==> src/logic/adcc_pkg.sv <==
/*
  Shared constants of the converter control port: widths, pipeline depth,
  pulse lengths, calibration length and clock-rate derived counts.
  Assumes a single system clock of 25 MHz on both ends.
*/
`default_nettype none
package adcc_pkg;
  localparam int DATA_W = 14;
  localparam int PIPE_DEPTH = 13;
  localparam int MIN_PULSE = 2;
  localparam int CAL_CYCLES = 32'h0004_29A0;
  localparam logic [13:0] NEG_FS = 14'h2000;
  localparam logic [13:0] POS_FS = 14'h1FFF;
  localparam int SYS_KHZ = 25000;
  localparam int CLK_NS = 40;
  localparam int CONV_MIN_KHZ = 300;
  localparam int CONV_MAX_KHZ = 2500;
  // Fastest legal converter clock as a division of the system clock
  localparam int CONV_DIV = SYS_KHZ / CONV_MAX_KHZ;
  // A converter clock period longer than the slowest legal one means it stopped
  localparam int STALL_CYC = (SYS_KHZ + CONV_MIN_KHZ - 1) / CONV_MIN_KHZ;
  localparam int HOLD_NS = 30;
  localparam int HOLD_CYC = (HOLD_NS + CLK_NS - 1) / CLK_NS;
  localparam int SETTLE_MS = 100;
  localparam int SETTLE_CYC = SETTLE_MS * SYS_KHZ;
  localparam int WAKE_CYC = 16;
endpackage : adcc_pkg
`default_nettype wire

==> src/logic/adcc_if.sv <==
/*
  Pin-level link between the host capture logic and the converter.
  Assumes both ends run on the same system clock; the data bus level is
  resolved here from the converter's output enable.
*/
`timescale 1ns/100ps
`default_nettype none
interface adcc_if;
  logic conv_clk;
  logic conv_rst;
  logic cal;
  logic rd_n;
  logic power_down_n;
  logic [13:0] data_drv;
  logic data_oe;
  logic eoc_n;
  wire [13:0] data_bus;

  // A released bus reads as zero; the host only samples it while enabled
  assign data_bus = data_oe ? data_drv : 14'h0000;

  modport conv (
    input conv_clk, conv_rst, cal, rd_n, power_down_n,
    output data_drv, data_oe, eoc_n
  );
  modport host (
    output conv_clk, conv_rst, cal, rd_n, power_down_n,
    input data_bus, eoc_n
  );
endinterface : adcc_if
`default_nettype wire

==> src/logic/adcc_conv.sv <==
/*
  Converter end: control sequencing (reset, calibration, power-down, wake),
  13-stage sample pipeline, valid indicator and three-state data output.
  Assumes the converter clock arrives as a pin from the host and is sampled
  on sys_clk; analog_in is the already digitised input, in LSBs of 14 bits.
*/
`timescale 1ns/100ps
`default_nettype none
module adcc_conv
  import adcc_pkg::*;
#(
  parameter int CAL_CYC = CAL_CYCLES,
  parameter int WAKE_CYCLES = WAKE_CYC,
  parameter int STALL_CYCLES = STALL_CYC
) (
  input wire logic sys_clk,
  input wire logic sys_rst,
  input wire logic clk_en,
  adcc_if.conv lnk,
  input wire logic signed [15:0] analog_in,
  output logic powered_down,
  output logic calibrating,
  output logic calibrated
);
  typedef enum logic [1:0] {ST_PDOWN, ST_WAKE, ST_RUN, ST_CAL} adcc_state_t;

  adcc_state_t state_r;
  logic ck_s1_r, ck_s2_r, ck_s3_r;
  logic fall, stalled;
  logic [1:0] rst_hi_r, cal_hi_r;
  logic rst_done_r, cal_done_r;
  logic [31:0] cnt_r;
  logic [31:0] stall_r;
  logic [4:0] fill_r;
  logic [DATA_W-1:0] pipe_r [PIPE_DEPTH];
  logic [DATA_W-1:0] data_r;
  logic eoc_n_r, oe_r;

  // Clamp the input to the 14-bit two's complement range
  function automatic logic [DATA_W-1:0] adcc_sat(input logic signed [15:0] v);
    if (v < $signed(16'hE000)) begin
      return NEG_FS;
    end else if (v > $signed(16'h1FFF)) begin
      return POS_FS;
    end else begin
      return v[DATA_W-1:0];
    end
  endfunction : adcc_sat

  // Clock pin synchroniser; only the second and third stages feed logic
  always_ff @(posedge sys_clk or posedge sys_rst) begin
    if (sys_rst) begin
      ck_s1_r <= 1'b0;
      ck_s2_r <= 1'b0;
      ck_s3_r <= 1'b0;
    end else if (clk_en) begin
      ck_s1_r <= lnk.conv_clk;
      ck_s2_r <= ck_s1_r;
      ck_s3_r <= ck_s2_r;
    end
  end

  // Reset and calibrate are sequenced on the falling edge, where the host holds them; power-down and read act at once
  assign fall = ck_s3_r & ~ck_s2_r;

  // Watchdog on the converter clock
  always_ff @(posedge sys_clk or posedge sys_rst) begin
    if (sys_rst) begin
      stall_r <= 32'h0000_0000;
    end else if (clk_en) begin
      if (ck_s3_r != ck_s2_r) begin
        stall_r <= 32'h0000_0000;
      end else if (stall_r < STALL_CYCLES) begin
        stall_r <= stall_r + 32'h0000_0001;
      end
    end
  end
  assign stalled = (stall_r >= STALL_CYCLES);

  // Count how long reset and calibrate have been high, in converter clocks
  always_ff @(posedge sys_clk or posedge sys_rst) begin
    if (sys_rst) begin
      rst_hi_r <= 2'h0;
      cal_hi_r <= 2'h0;
    end else if (clk_en && fall) begin
      rst_hi_r <= !lnk.conv_rst ? 2'h0 : (rst_hi_r == 2'h2 ? 2'h2 : rst_hi_r + 2'h1);
      cal_hi_r <= !lnk.cal ? 2'h0 : (cal_hi_r == 2'h2 ? 2'h2 : cal_hi_r + 2'h1);
    end
  end

  // Power and calibration sequencing
  always_ff @(posedge sys_clk or posedge sys_rst) begin
    if (sys_rst) begin
      state_r <= ST_PDOWN;
      cnt_r <= 32'h0000_0000;
      rst_done_r <= 1'b0;
      cal_done_r <= 1'b0;
    end else if (clk_en) begin
      if (!lnk.power_down_n) begin
        // Acts on the system clock, so no converter clock is needed to idle
        state_r <= ST_PDOWN;
        rst_done_r <= 1'b0;
        cal_done_r <= 1'b0;
      end else begin
        case (state_r)
          ST_PDOWN: begin
            state_r <= ST_WAKE;
            cnt_r <= 32'h0000_0000;
          end
          ST_WAKE: begin
            if (fall) begin
              cnt_r <= cnt_r + 32'h0000_0001;
              // The host resets at once, so a pulse during wake-up must still count
              if (lnk.conv_rst && rst_hi_r == 2'h1) begin
                rst_done_r <= 1'b1;
              end
              if (cnt_r + 32'h0000_0001 >= WAKE_CYCLES) begin
                state_r <= ST_RUN;
              end
            end
          end
          ST_RUN: begin
            if (fall && lnk.conv_rst && rst_hi_r == 2'h1) begin
              rst_done_r <= 1'b1;
              cal_done_r <= 1'b0;
            end else if (fall && lnk.cal && cal_hi_r == 2'h1 && rst_done_r) begin
              // A calibrate request without a prior reset is ignored
              state_r <= ST_CAL;
              cnt_r <= 32'h0000_0000;
            end
          end
          ST_CAL: begin
            if (fall && lnk.conv_rst && rst_hi_r == 2'h1) begin
              state_r <= ST_RUN;
              cal_done_r <= 1'b0;
            end else if (fall) begin
              cnt_r <= cnt_r + 32'h0000_0001;
              if (cnt_r + 32'h0000_0001 >= CAL_CYC) begin
                state_r <= ST_RUN;
                cal_done_r <= 1'b1;
              end
            end
          end
          default: begin
            state_r <= ST_PDOWN;
          end
        endcase
      end
    end
  end

  // Pipeline fill: any disturbance restarts the 13-clock flush
  always_ff @(posedge sys_clk or posedge sys_rst) begin
    if (sys_rst) begin
      fill_r <= 5'h00;
    end else if (clk_en) begin
      if (state_r != ST_RUN || stalled || !lnk.power_down_n) begin
        fill_r <= 5'h00;
      end else if (fall) begin
        if (lnk.conv_rst || lnk.cal) begin
          fill_r <= 5'h00;
        end else if (fill_r < PIPE_DEPTH) begin
          fill_r <= fill_r + 5'h01;
        end
      end
    end
  end

  // Sample pipeline, one word in and one word out per converter clock
  always_ff @(posedge sys_clk or posedge sys_rst) begin
    if (sys_rst) begin
      for (int i = 0; i < PIPE_DEPTH; i++) begin
        pipe_r[i] <= 14'h0000;
      end
      data_r <= 14'h0000;
    end else if (clk_en && fall) begin
      pipe_r[0] <= adcc_sat(analog_in);
      for (int i = 1; i < PIPE_DEPTH; i++) begin
        pipe_r[i] <= pipe_r[i-1];
      end
      data_r <= pipe_r[PIPE_DEPTH-1];
    end
  end

  // Valid flag moves with the data word
  always_ff @(posedge sys_clk or posedge sys_rst) begin
    if (sys_rst) begin
      eoc_n_r <= 1'b1;
    end else if (clk_en) begin
      if (state_r != ST_RUN || stalled || !lnk.power_down_n || lnk.conv_rst) begin
        eoc_n_r <= 1'b1;
      end else if (fall) begin
        eoc_n_r <= !(fill_r == PIPE_DEPTH && !lnk.cal);
      end
    end
  end

  always_ff @(posedge sys_clk or posedge sys_rst) begin
    if (sys_rst) begin
      oe_r <= 1'b0;
    end else if (clk_en) begin
      oe_r <= !lnk.rd_n;
    end
  end

  assign lnk.data_drv = data_r;
  assign lnk.data_oe = oe_r;
  assign lnk.eoc_n = eoc_n_r;
  assign powered_down = (state_r == ST_PDOWN);
  assign calibrating = (state_r == ST_CAL);
  assign calibrated = cal_done_r;
endmodule : adcc_conv
`default_nettype wire

==> src/flat_wrapper.sv <==
// flat-port wrapper written by rule: the top's interface ports become plain ports
module adcc_conv_flat import adcc_pkg::*;
#(
  parameter int CAL_CYC = CAL_CYCLES,
  parameter int WAKE_CYCLES = WAKE_CYC,
  parameter int STALL_CYCLES = STALL_CYC
)
  (sys_clk, sys_rst, clk_en, analog_in, powered_down, calibrating, calibrated, lnk_conv_clk, lnk_conv_rst, lnk_cal, lnk_rd_n, lnk_power_down_n, lnk_data_drv, lnk_data_oe, lnk_eoc_n);
  adcc_if lnk_i ();
  input wire logic sys_clk;
  input wire logic sys_rst;
  input wire logic clk_en;
  input wire logic signed [15:0] analog_in;
  output logic powered_down;
  output logic calibrating;
  output logic calibrated;
  input wire logic [$bits(lnk_i.conv_clk)-1:0] lnk_conv_clk;
  input wire logic [$bits(lnk_i.conv_rst)-1:0] lnk_conv_rst;
  input wire logic [$bits(lnk_i.cal)-1:0] lnk_cal;
  input wire logic [$bits(lnk_i.rd_n)-1:0] lnk_rd_n;
  input wire logic [$bits(lnk_i.power_down_n)-1:0] lnk_power_down_n;
  output wire logic [$bits(lnk_i.data_drv)-1:0] lnk_data_drv;
  output wire logic [$bits(lnk_i.data_oe)-1:0] lnk_data_oe;
  output wire logic [$bits(lnk_i.eoc_n)-1:0] lnk_eoc_n;
  assign lnk_i.conv_clk = lnk_conv_clk;
  assign lnk_i.conv_rst = lnk_conv_rst;
  assign lnk_i.cal = lnk_cal;
  assign lnk_i.rd_n = lnk_rd_n;
  assign lnk_i.power_down_n = lnk_power_down_n;
  assign lnk_data_drv = lnk_i.data_drv;
  assign lnk_data_oe = lnk_i.data_oe;
  assign lnk_eoc_n = lnk_i.eoc_n;
  adcc_conv #(.CAL_CYC(CAL_CYC), .WAKE_CYCLES(WAKE_CYCLES), .STALL_CYCLES(STALL_CYCLES)) u_core (.sys_clk(sys_clk), .sys_rst(sys_rst), .clk_en(clk_en), .lnk(lnk_i), .analog_in(analog_in), .powered_down(powered_down), .calibrating(calibrating), .calibrated(calibrated));
endmodule
==> config.mk <==
export PLATFORM = sky130hd
export DESIGN_NAME = adcc_conv_flat
export DESIGN_NICKNAME = d
export VERILOG_FILES = /design/src/logic/adcc_pkg.sv /design/src/logic/adcc_if.sv /design/src/logic/adcc_conv.sv /design/src/flat_wrapper.sv
export SDC_FILE = /design/constraint.sdc
export NUM_CORES = 1
export LEC_CHECK = 0
export BUFFER_PORTS_ARGS = -buffer_cell sky130_fd_sc_hd__buf_2
export CAP_MARGIN = 20
export CORE_UTILIZATION = 45
export DETAILED_ROUTE_END_ITERATION = 12
export HOLD_SLACK_MARGIN = 0.06
export PLACE_DENSITY = 0.73
export SYNTH_ARGS = -nofsm -noshare
export SYNTH_HDL_FRONTEND = slang
export SYNTH_SLANG_ARGS = --single-unit
export TNS_END_PERCENT = 5
==> constraint.sdc <==
create_clock -name sys_clk -period 7.4 [get_ports sys_clk]
set_input_delay 0.37 -clock sys_clk [delete_from_list [all_inputs] [get_ports sys_clk]]
set_output_delay 0.37 -clock sys_clk [all_outputs]
set_load 0.02 [all_outputs]
==> results of run 1 <==
[power groups by stage]
stage                     clock (mW)  sequential, mW  combinational (mW)
final                           1.48            2.04               0.637
after global routing            1.58            2.09               0.720
after CTS                       1.52            2.05               0.646
after detailed placement           0            2.07               0.641
after global placement             0            2.06               0.612
after floorplan                    0            2.00               0.541
[final timing paths]
check	from	endpoint	slack, ns	depth (start not counted)
setup / recovery	u_core.ck_s2_r	u_core.cnt_r[22]	4.33	10
hold reg to reg	u_core.pipe_r[177]	u_core.pipe_r[177]	0.48	2
min in group sys_clk	lnk_cal	u_core.cal_hi_r[1]	0.13	3
max in group asynchronous	sys_rst	u_core.lnk.eoc_n	6.02	5
hold / removal	sys_rst	u_core.pipe_r[164]	0.1	3
setup reg to reg	u_core.ck_s2_r	u_core.cnt_r[22]	4.33	10
[synth_stat cells, drive strengths merged (3+ instances only)]
library cell / instances
inv: 18
o41ai: 3
and3: 12
a21oi: 21
xnor2: 8
a41oi: 4
buf: 14
and4: 7
nor2: 85
nand4: 22
nor4b: 3
o21a: 5
nand3: 24
nor2b: 8
nand2: 97
nor3: 11
a31oi: 20
clkbuf: 51
ha: 10
or4: 4
dfrtp: 277
nor4: 11
xor2: 8
nand2b: 3
o21ai: 88
o31ai: 20
mux2: 185
mux2i: 6
and2: 14
[worst reg2reg max path, stage by stage (launching register included)]
cell,delay (ns)
dfrtp_1,0.37
inv_1,0.07
ha_1,0.32
nand4_1,0.15
and2_1,0.17
o21ai_0,0.13
nand4_1,0.11
buf_4,0.26
inv_1,0.28
nand2_1,0.54
o41ai_1,0.55
[sequential cells by signal, summed over array words and instances (netlist names), 2 cells and up]
name	count
u_core.lnk.data_drv	14
u_core.fill_r	5
u_core.pipe_r	182
u_core.cal_hi_r	2
u_core.rst_hi_r	2
u_core.state_r	2
u_core.cnt_r	32
u_core.stall_r	32
[kinds of logic (layout without fill, tap and decap cells)]
family	Yosys count	after routing
simple gates	308	308
flops	278	278
mux	191	191
compound gates	175	175
buf+inv	83	120
xor+xnor	16	16
fa+ha+maj	10	10
[cells in the final DEF, fill, tap and decap left out, types with 21 or more instances in the layout]
| cell type | netlist | final |
|---|---|---|
| a21oi_1 | 21 | 21 |
| buf_2 | 9 | 42 |
| clkbuf_16 | 0 | 29 |
| dfrtp_1 | 277 | 277 |
| mux2_2 | 185 | 185 |
| nand2_1 | 97 | 96 |
| nand3_1 | 23 | 23 |
| nor2_1 | 85 | 85 |
| o21ai_0 | 87 | 87 |
[through the flow]
step	worst slack, ns	util, %
floorplan	3.35	-
global placement	4.37	47.4
detailed placement	4.34	47.4
CTS	4.33	51.2
global route	4.02	51.3
finish	4.33	51.3
[area by class of cell]
class,count,area share [%]
multi-input combinational,700,36.4
sequential,278,50.5
clock buffer,39,6.12
tap,341,3.09
clock inverter,11,1.05
inverter,18,0.517
timing repair buffer,52,2.34
[per-layer routing]
layer / global-route usage [%] / wire, um
met5: 0 / 0
met4: 4.71 / 412
met3: 2.32 / 902
met2: 24.3 / 9360
met1: 21.8 / 10500
==> out/qor.log, run 1 <==
qor: final_layout.syn2layout_area_growth 12.0%
qor: status.status finished, final reports clean
qor: synth.syn_area_per_cell 11.6 um^2
qor: final_layout.fillerInstances 2324
qor: die.floorplan.die_area 28000 um^2
qor: critical_path.worst-setup-path-type flop to flop
qor: route.detailroute.via_count 7838
qor: timing.rsz_0062_raised_after_global_routing no
qor: synth.number_of_enable_flip_flop_cells_after_synthesis 0
qor: synth.yosys_warnings 0
qor: synth.synthMuxAreaShare 17.4%
qor: placed_design.detailed_place_hpwl 13200 um
qor: power_and_ir_drop.clock_power_share 35.6%
qor: final_layout.multiInputGateArea 5020 um^2
qor: synth.post-synth-top-area-cell dfrtp_1
qor: timing.setup_viol 0
qor: critical_path.timing.critical_path.max_delay_family simple AND/OR/NAND/NOR gates
qor: power_and_ir_drop.switching_share 25.7%
qor: placed_design.place_inst 1386
qor: global_route.gr-usage-all-layers 15.3%
qor: synth.synth_fa_ha_area_share 1.02%
qor: final_layout.layout.nets 1113
qor: die.floorplan.die.height 167 um
qor: power_and_ir_drop.post-layout-total-power 4.16 mW
qor: route.drtPass1Iterations 4
qor: global_route.grt_pass1_wl 36400 um
qor: final_layout.diodes 0
qor: clocking.clock-sinks 278
qor: timing.fmax 0.326 GHz
qor: power_and_ir_drop.peakVddDrop 0.000215 V
qor: clocking.cts.repair.resized 0
qor: synth.synth_cells 1061
qor: synth.ys.flop_type dfrtp_1
qor: power_and_ir_drop.p_per_area 302 nW/um^2
qor: timing.setup_total_negative_slack 0 ns
qor: power_and_ir_drop.power.combinational.fraction 15.3%
qor: die.die_w 167 um
qor: critical_path.crit_required 7.82 ns
qor: clocking.cts_tree yes
qor: power_and_ir_drop.total_switching_power 1.07 mW
qor: run.cap_violations 0
qor: clocking.cts-buffers-inserted 29
qor: critical_path.crit_path_max_incr_delay 0.54 ns
qor: placed_design.post_dp_cell_area 12800 um^2
qor: global_route.first_global_vias 7593
qor: final_layout.stdcell_count 1439
qor: clocking.cts_clk_pin_slew_worst_paths 0.06 ns
qor: power_and_ir_drop.p_leak 6.66 nW
qor: final_layout.final_cell_area 13800 um^2
qor: clocking.post_cts_setup_buffer_count 0
qor: clocking.clk-insertion-delay-late 0.54 ns
qor: synth.synth_area 12300 um^2
qor: critical_path.crit_fanout 30
qor: die.initial_cell_density_of_the_core 45.8%
qor: final_layout.ff_latch_area 6960 um^2
qor: synth.synth_area_leaders dfrtp_1, mux2_2, o21ai_0
qor: synth.async_flop_share 100%
qor: critical_path.critical_path.startpoint_type flop
qor: timing.finalCritPeriodShare 41.5%
qor: global_route.grt_antenna_before_repair 0
qor: timing.max_slew.worst_pin.slew 1.03 ns
qor: timing.slew_headroom 31.2%
qor: route.route.final.wire_length 21100 um
qor: synth.seq_area_frac_synth 56.5%
qor: clocking.hold_buffers 2
qor: clocking.clk_path_buf_depth 3
qor: global_route.maximum_number_of_pins_on_one_net_before_global_route_repair 196
qor: global_route.globalRouteOverflowTotal 0
qor: synth.synth_cell_type_count 57
qor: clocking.htree_num_levels 1
qor: placed_design.globalplace.congestion 0.863
qor: route.vias_per_cell 5.45
qor: route.detail_route.wl_per_cell 14.7 um
qor: critical_path.critical-path-slowest-cell nand2_1
qor: timing.timing.final.crit_period 3.07 ns
qor: die.pin_count 43
qor: synth.synth.net_count 1095
qor: synth.synth_seq_cells 278
qor: worst_hold_path.hp-class input port to async pin
qor: placed_design.place.port_buffers 42
qor: synth.synth_compound_gate_area_share 8.49%
qor: power_and_ir_drop.seq_power_share 49.1%
qor: synth.synth_top_area_share 56.3%
qor: power_and_ir_drop.cell_internal_power 3.09 mW
qor: synth.synth_xor_xnor_area_share 1.14%
qor: final_layout.post_route_cells_drive_above_1_share 27.2%
qor: synth.synthSimpleGateAreaFrac 12.7%
qor: clocking.root_buffer clkbuf_16
qor: timing.hold_violations 0
qor: route.dr_drc_count 0
qor: timing.final.setup_skew 0.00903 ns
qor: timing.worst_hold_slack 0.0964 ns
qor: critical_path.path_cells inv_1 > ha_1 > nand4_1 > and2_1 > o21ai_0 > nand4_1 > buf_4 > inv_1 > nand2_1 > o41ai_1
qor: route.drtAntennaViolNets 0
qor: die.fp-row-count 60
qor: route.drt_iter0_drc 393
qor: timing.report.final.slew_viol_count 0
qor: die.core_area 26900 um^2
qor: critical_path.path_buf_inv 3
qor: synth.synth_top_family_by_area multiplexers
qor: critical_path.timing.critical_path.to_type flop
qor: critical_path.critPathArrivalTime 3.49 ns
No activity file was read; power rests on OpenSTA's default activity.
==> run 2, diff against run 1 <==
--- a/config.mk
+++ b/config.mk
@@ -10,7 +10,7 @@
 export CORE_UTILIZATION = 45
 export DETAILED_ROUTE_END_ITERATION = 12
 export HOLD_SLACK_MARGIN = 0.06
-export PLACE_DENSITY = 0.73
+export PLACE_DENSITY = 0.71
 export SYNTH_ARGS = -nofsm -noshare
 export SYNTH_HDL_FRONTEND = slang
 export SYNTH_SLANG_ARGS = --single-unit
==> constraint.sdc (replaced) <==
create_clock -name sys_clk -period 3 [get_ports sys_clk]
set_input_delay 0.15 -clock sys_clk [delete_from_list [all_inputs] [get_ports sys_clk]]
set_output_delay 0.15 -clock sys_clk [all_outputs]
set_load 0.02 [all_outputs]
==> run 2 against run 1 <==
Compared with the run above: sequential cell count did not move; wire length grew 2.2%; sequential power increased by 150%; global-route usage grew 0.62 points; maximum frequency up 10%; worst hold slack improved by 0.025 ns; final area is 3.6% higher; combinational power grew to 2.6 times the previous value; clock skew is 0.0022 ns higher; largest cell class unchanged; largest power group unchanged.
==> out/qor.log, run 2 (synthesis results as in run 1) <==
qor: placed_design.place.port_buffers 42
qor: die.die_w 167 um
qor: global_route.grt_antenna_before_repair 0
qor: critical_path.crit_required 3.44 ns
qor: route.detailroute.via_count 8005
qor: route.drt_iter0_drc 490
qor: timing.max_slew.worst_pin.slew 0.707 ns
qor: timing.slew_headroom 52.7%
qor: die.fp-row-count 60
qor: placed_design.globalplace.congestion 0.892
qor: run.cap_violations 0
qor: die.floorplan.die_area 28000 um^2
qor: die.core_area 26900 um^2
qor: final_layout.multiInputGateArea 5030 um^2
qor: final_layout.layout.cells.most_common dfrtp_1
qor: placed_design.detailed_place_hpwl 13800 um
qor: power_and_ir_drop.peakVddDrop 0.000483 V
qor: global_route.first_global_vias 7881
qor: route.route.final.wire_length 21600 um
qor: route.detail_route.wl_per_cell 14.5 um
qor: critical_path.critical_path.startpoint_type flop
qor: global_route.maximum_number_of_pins_on_one_net_before_global_route_repair 71
qor: timing.finalCritPeriodShare 93.0%
qor: timing.setup_viol 0
qor: clocking.clock-sinks 278
qor: final_layout.diodes 0
qor: global_route.gr-usage-all-layers 15.9%
qor: clocking.root_buffer clkbuf_16
qor: route.dr_drc_count 0
qor: route.vias_per_cell 5.36
qor: route.drtPass1Iterations 5
qor: clocking.cts-buffers-inserted 29
qor: critical_path.worst-setup-path-type flop to flop
qor: final_layout.fillerInstances 2261
qor: route.drtAntennaViolNets 0
qor: timing.rsz_0062_raised_after_global_routing no
qor: clocking.cts_tree yes
qor: die.floorplan.die.height 167 um
qor: critical_path.critPathArrivalTime 3.23 ns
qor: timing.fmax 0.358 GHz
qor: final_layout.largest_register_ff_count 182
qor: final_layout.reg.largest.list u_core.pipe_r (182), u_core.cnt_r (32), u_core.stall_r (32)
qor: power_and_ir_drop.post-layout-total-power 10.3 mW
qor: global_route.grt_pass1_wl 37900 um
qor: global_route.globalRouteOverflowTotal 0
qor: final_layout.post_route_cells_drive_above_1_share 27.8%
qor: final_layout.register_bank_with_the_most_flops u_core.pipe_r
qor: clocking.htree_num_levels 1
qor: die.pin_count 43
qor: final_layout.commonest_non_fill_non_tap_cells_in_the_layout dfrtp_1, mux2_2, nand2_1
qor: final_layout.syn2layout_area_growth 16.1%
qor: clocking.cts_clk_pin_slew_worst_paths 0.06 ns
qor: worst_hold_path.hp-class input port to flop
qor: final_layout.ff_latch_area 6960 um^2
qor: timing.final.setup_skew 0.0112 ns
qor: clocking.clk-insertion-delay-late 0.55 ns
qor: final_layout.layout.core_utilization 53.2%
qor: status.status finished, final reports clean
qor: timing.hold_violations 0
qor: final_layout.layout.nets 1164
qor: critical_path.crit_fanout 13
qor: die.initial_cell_density_of_the_core 45.8%
qor: timing.worst_hold_slack 0.121 ns
qor: critical_path.timing.critical_path.to_type flop
qor: timing.timing.final.crit_period 2.79 ns
qor: clocking.clk_path_buf_depth 3
qor: power_and_ir_drop.p_leak 6.91 nW
qor: timing.report.final.slew_viol_count 0
qor: power_and_ir_drop.p_per_area 724 nW/um^2
## run 2: power by group
group | switching, mW | internal (mW) | total (mW)
registers | 0.457 | 4.58 | 5.04
logic | 0.776 | 0.895 | 1.67
clock network | 1.44 | 2.21 | 3.64
## run 2: layout make-up
cell class                 instances  share of cell area [%]
inverter                          18                   0.499
timing repair buffer             103                    5.68
tap                              341                    2.99
clock buffer                      42                    5.91
multi-input combinational        700                    35.2
clock inverter                    12                    1.01
sequential                       278                    48.7
## run 2: what timing repair did
item	in CTS	in global routing
endpoints found under the setup margin	0	2
hold buffers	32	0
gates resized for setup	0	2
buffers inserted	0	1
hold endpoints to repair	53	0
## run 2: critical path, stage by stage (launching register included)
cell and delay (ns):
dfrtp_1 0.51, nand4_4 0.28, nor4_4 0.43, nand3_1 0.23, mux2i_1 0.16, or4_1 0.54, nor3_2 0.24, a21oi_1 0.10
a21bo_1 0.19
## run 2: routing by layer
layer	up-vias	share of wire, %	global-route usage, %	routed length [um]
li1	3927	-	-	-
met1	3900	48	22.8	10400
met2	139	45	24.9	9820
met3	39	3.9	2.65	842
met4	0	2.4	4.87	523
met5	-	0	0	0
## run 2: path summary, 6_finish.rpt
kind,from,to,slack (ns),cells past startpoint
hold / removal,analog_in[14],u_core.pipe_r[173],0.12,3
setup / recovery,u_core.cnt_r[6],u_core.calibrated,0.21,8
min in group asynchronous,sys_rst,u_core.pipe_r[165],0.26,3
max in group asynchronous,sys_rst,u_core.cnt_r[1],1.71,5
hold reg to reg,u_core.pipe_r[179],u_core.pipe_r[179],0.48,2
setup reg to reg,u_core.cnt_r[6],u_core.calibrated,0.21,8
## run 2: stage by stage
| stage | std cells | setup slack (ns) | area, um^2 | setup TNS [ns] |
|---|---|---|---|---|
| 4_1_cts | 1493 | 0.113 | 14300 | 0 |
| 3_5_place_dp | 1407 | 0.120 | 13000 | 0 |
| 5_1_grt | 1494 | 0.0434 | 14300 | 0 |
| 3_3_place_gp | 1407 | 0.200 | 13000 | 0 |
| 2_1_floorplan | 1061 | -0.829 | 12300 | -229.50 |
| 6_report | 1494 | 0.210 | 14300 | 0 |
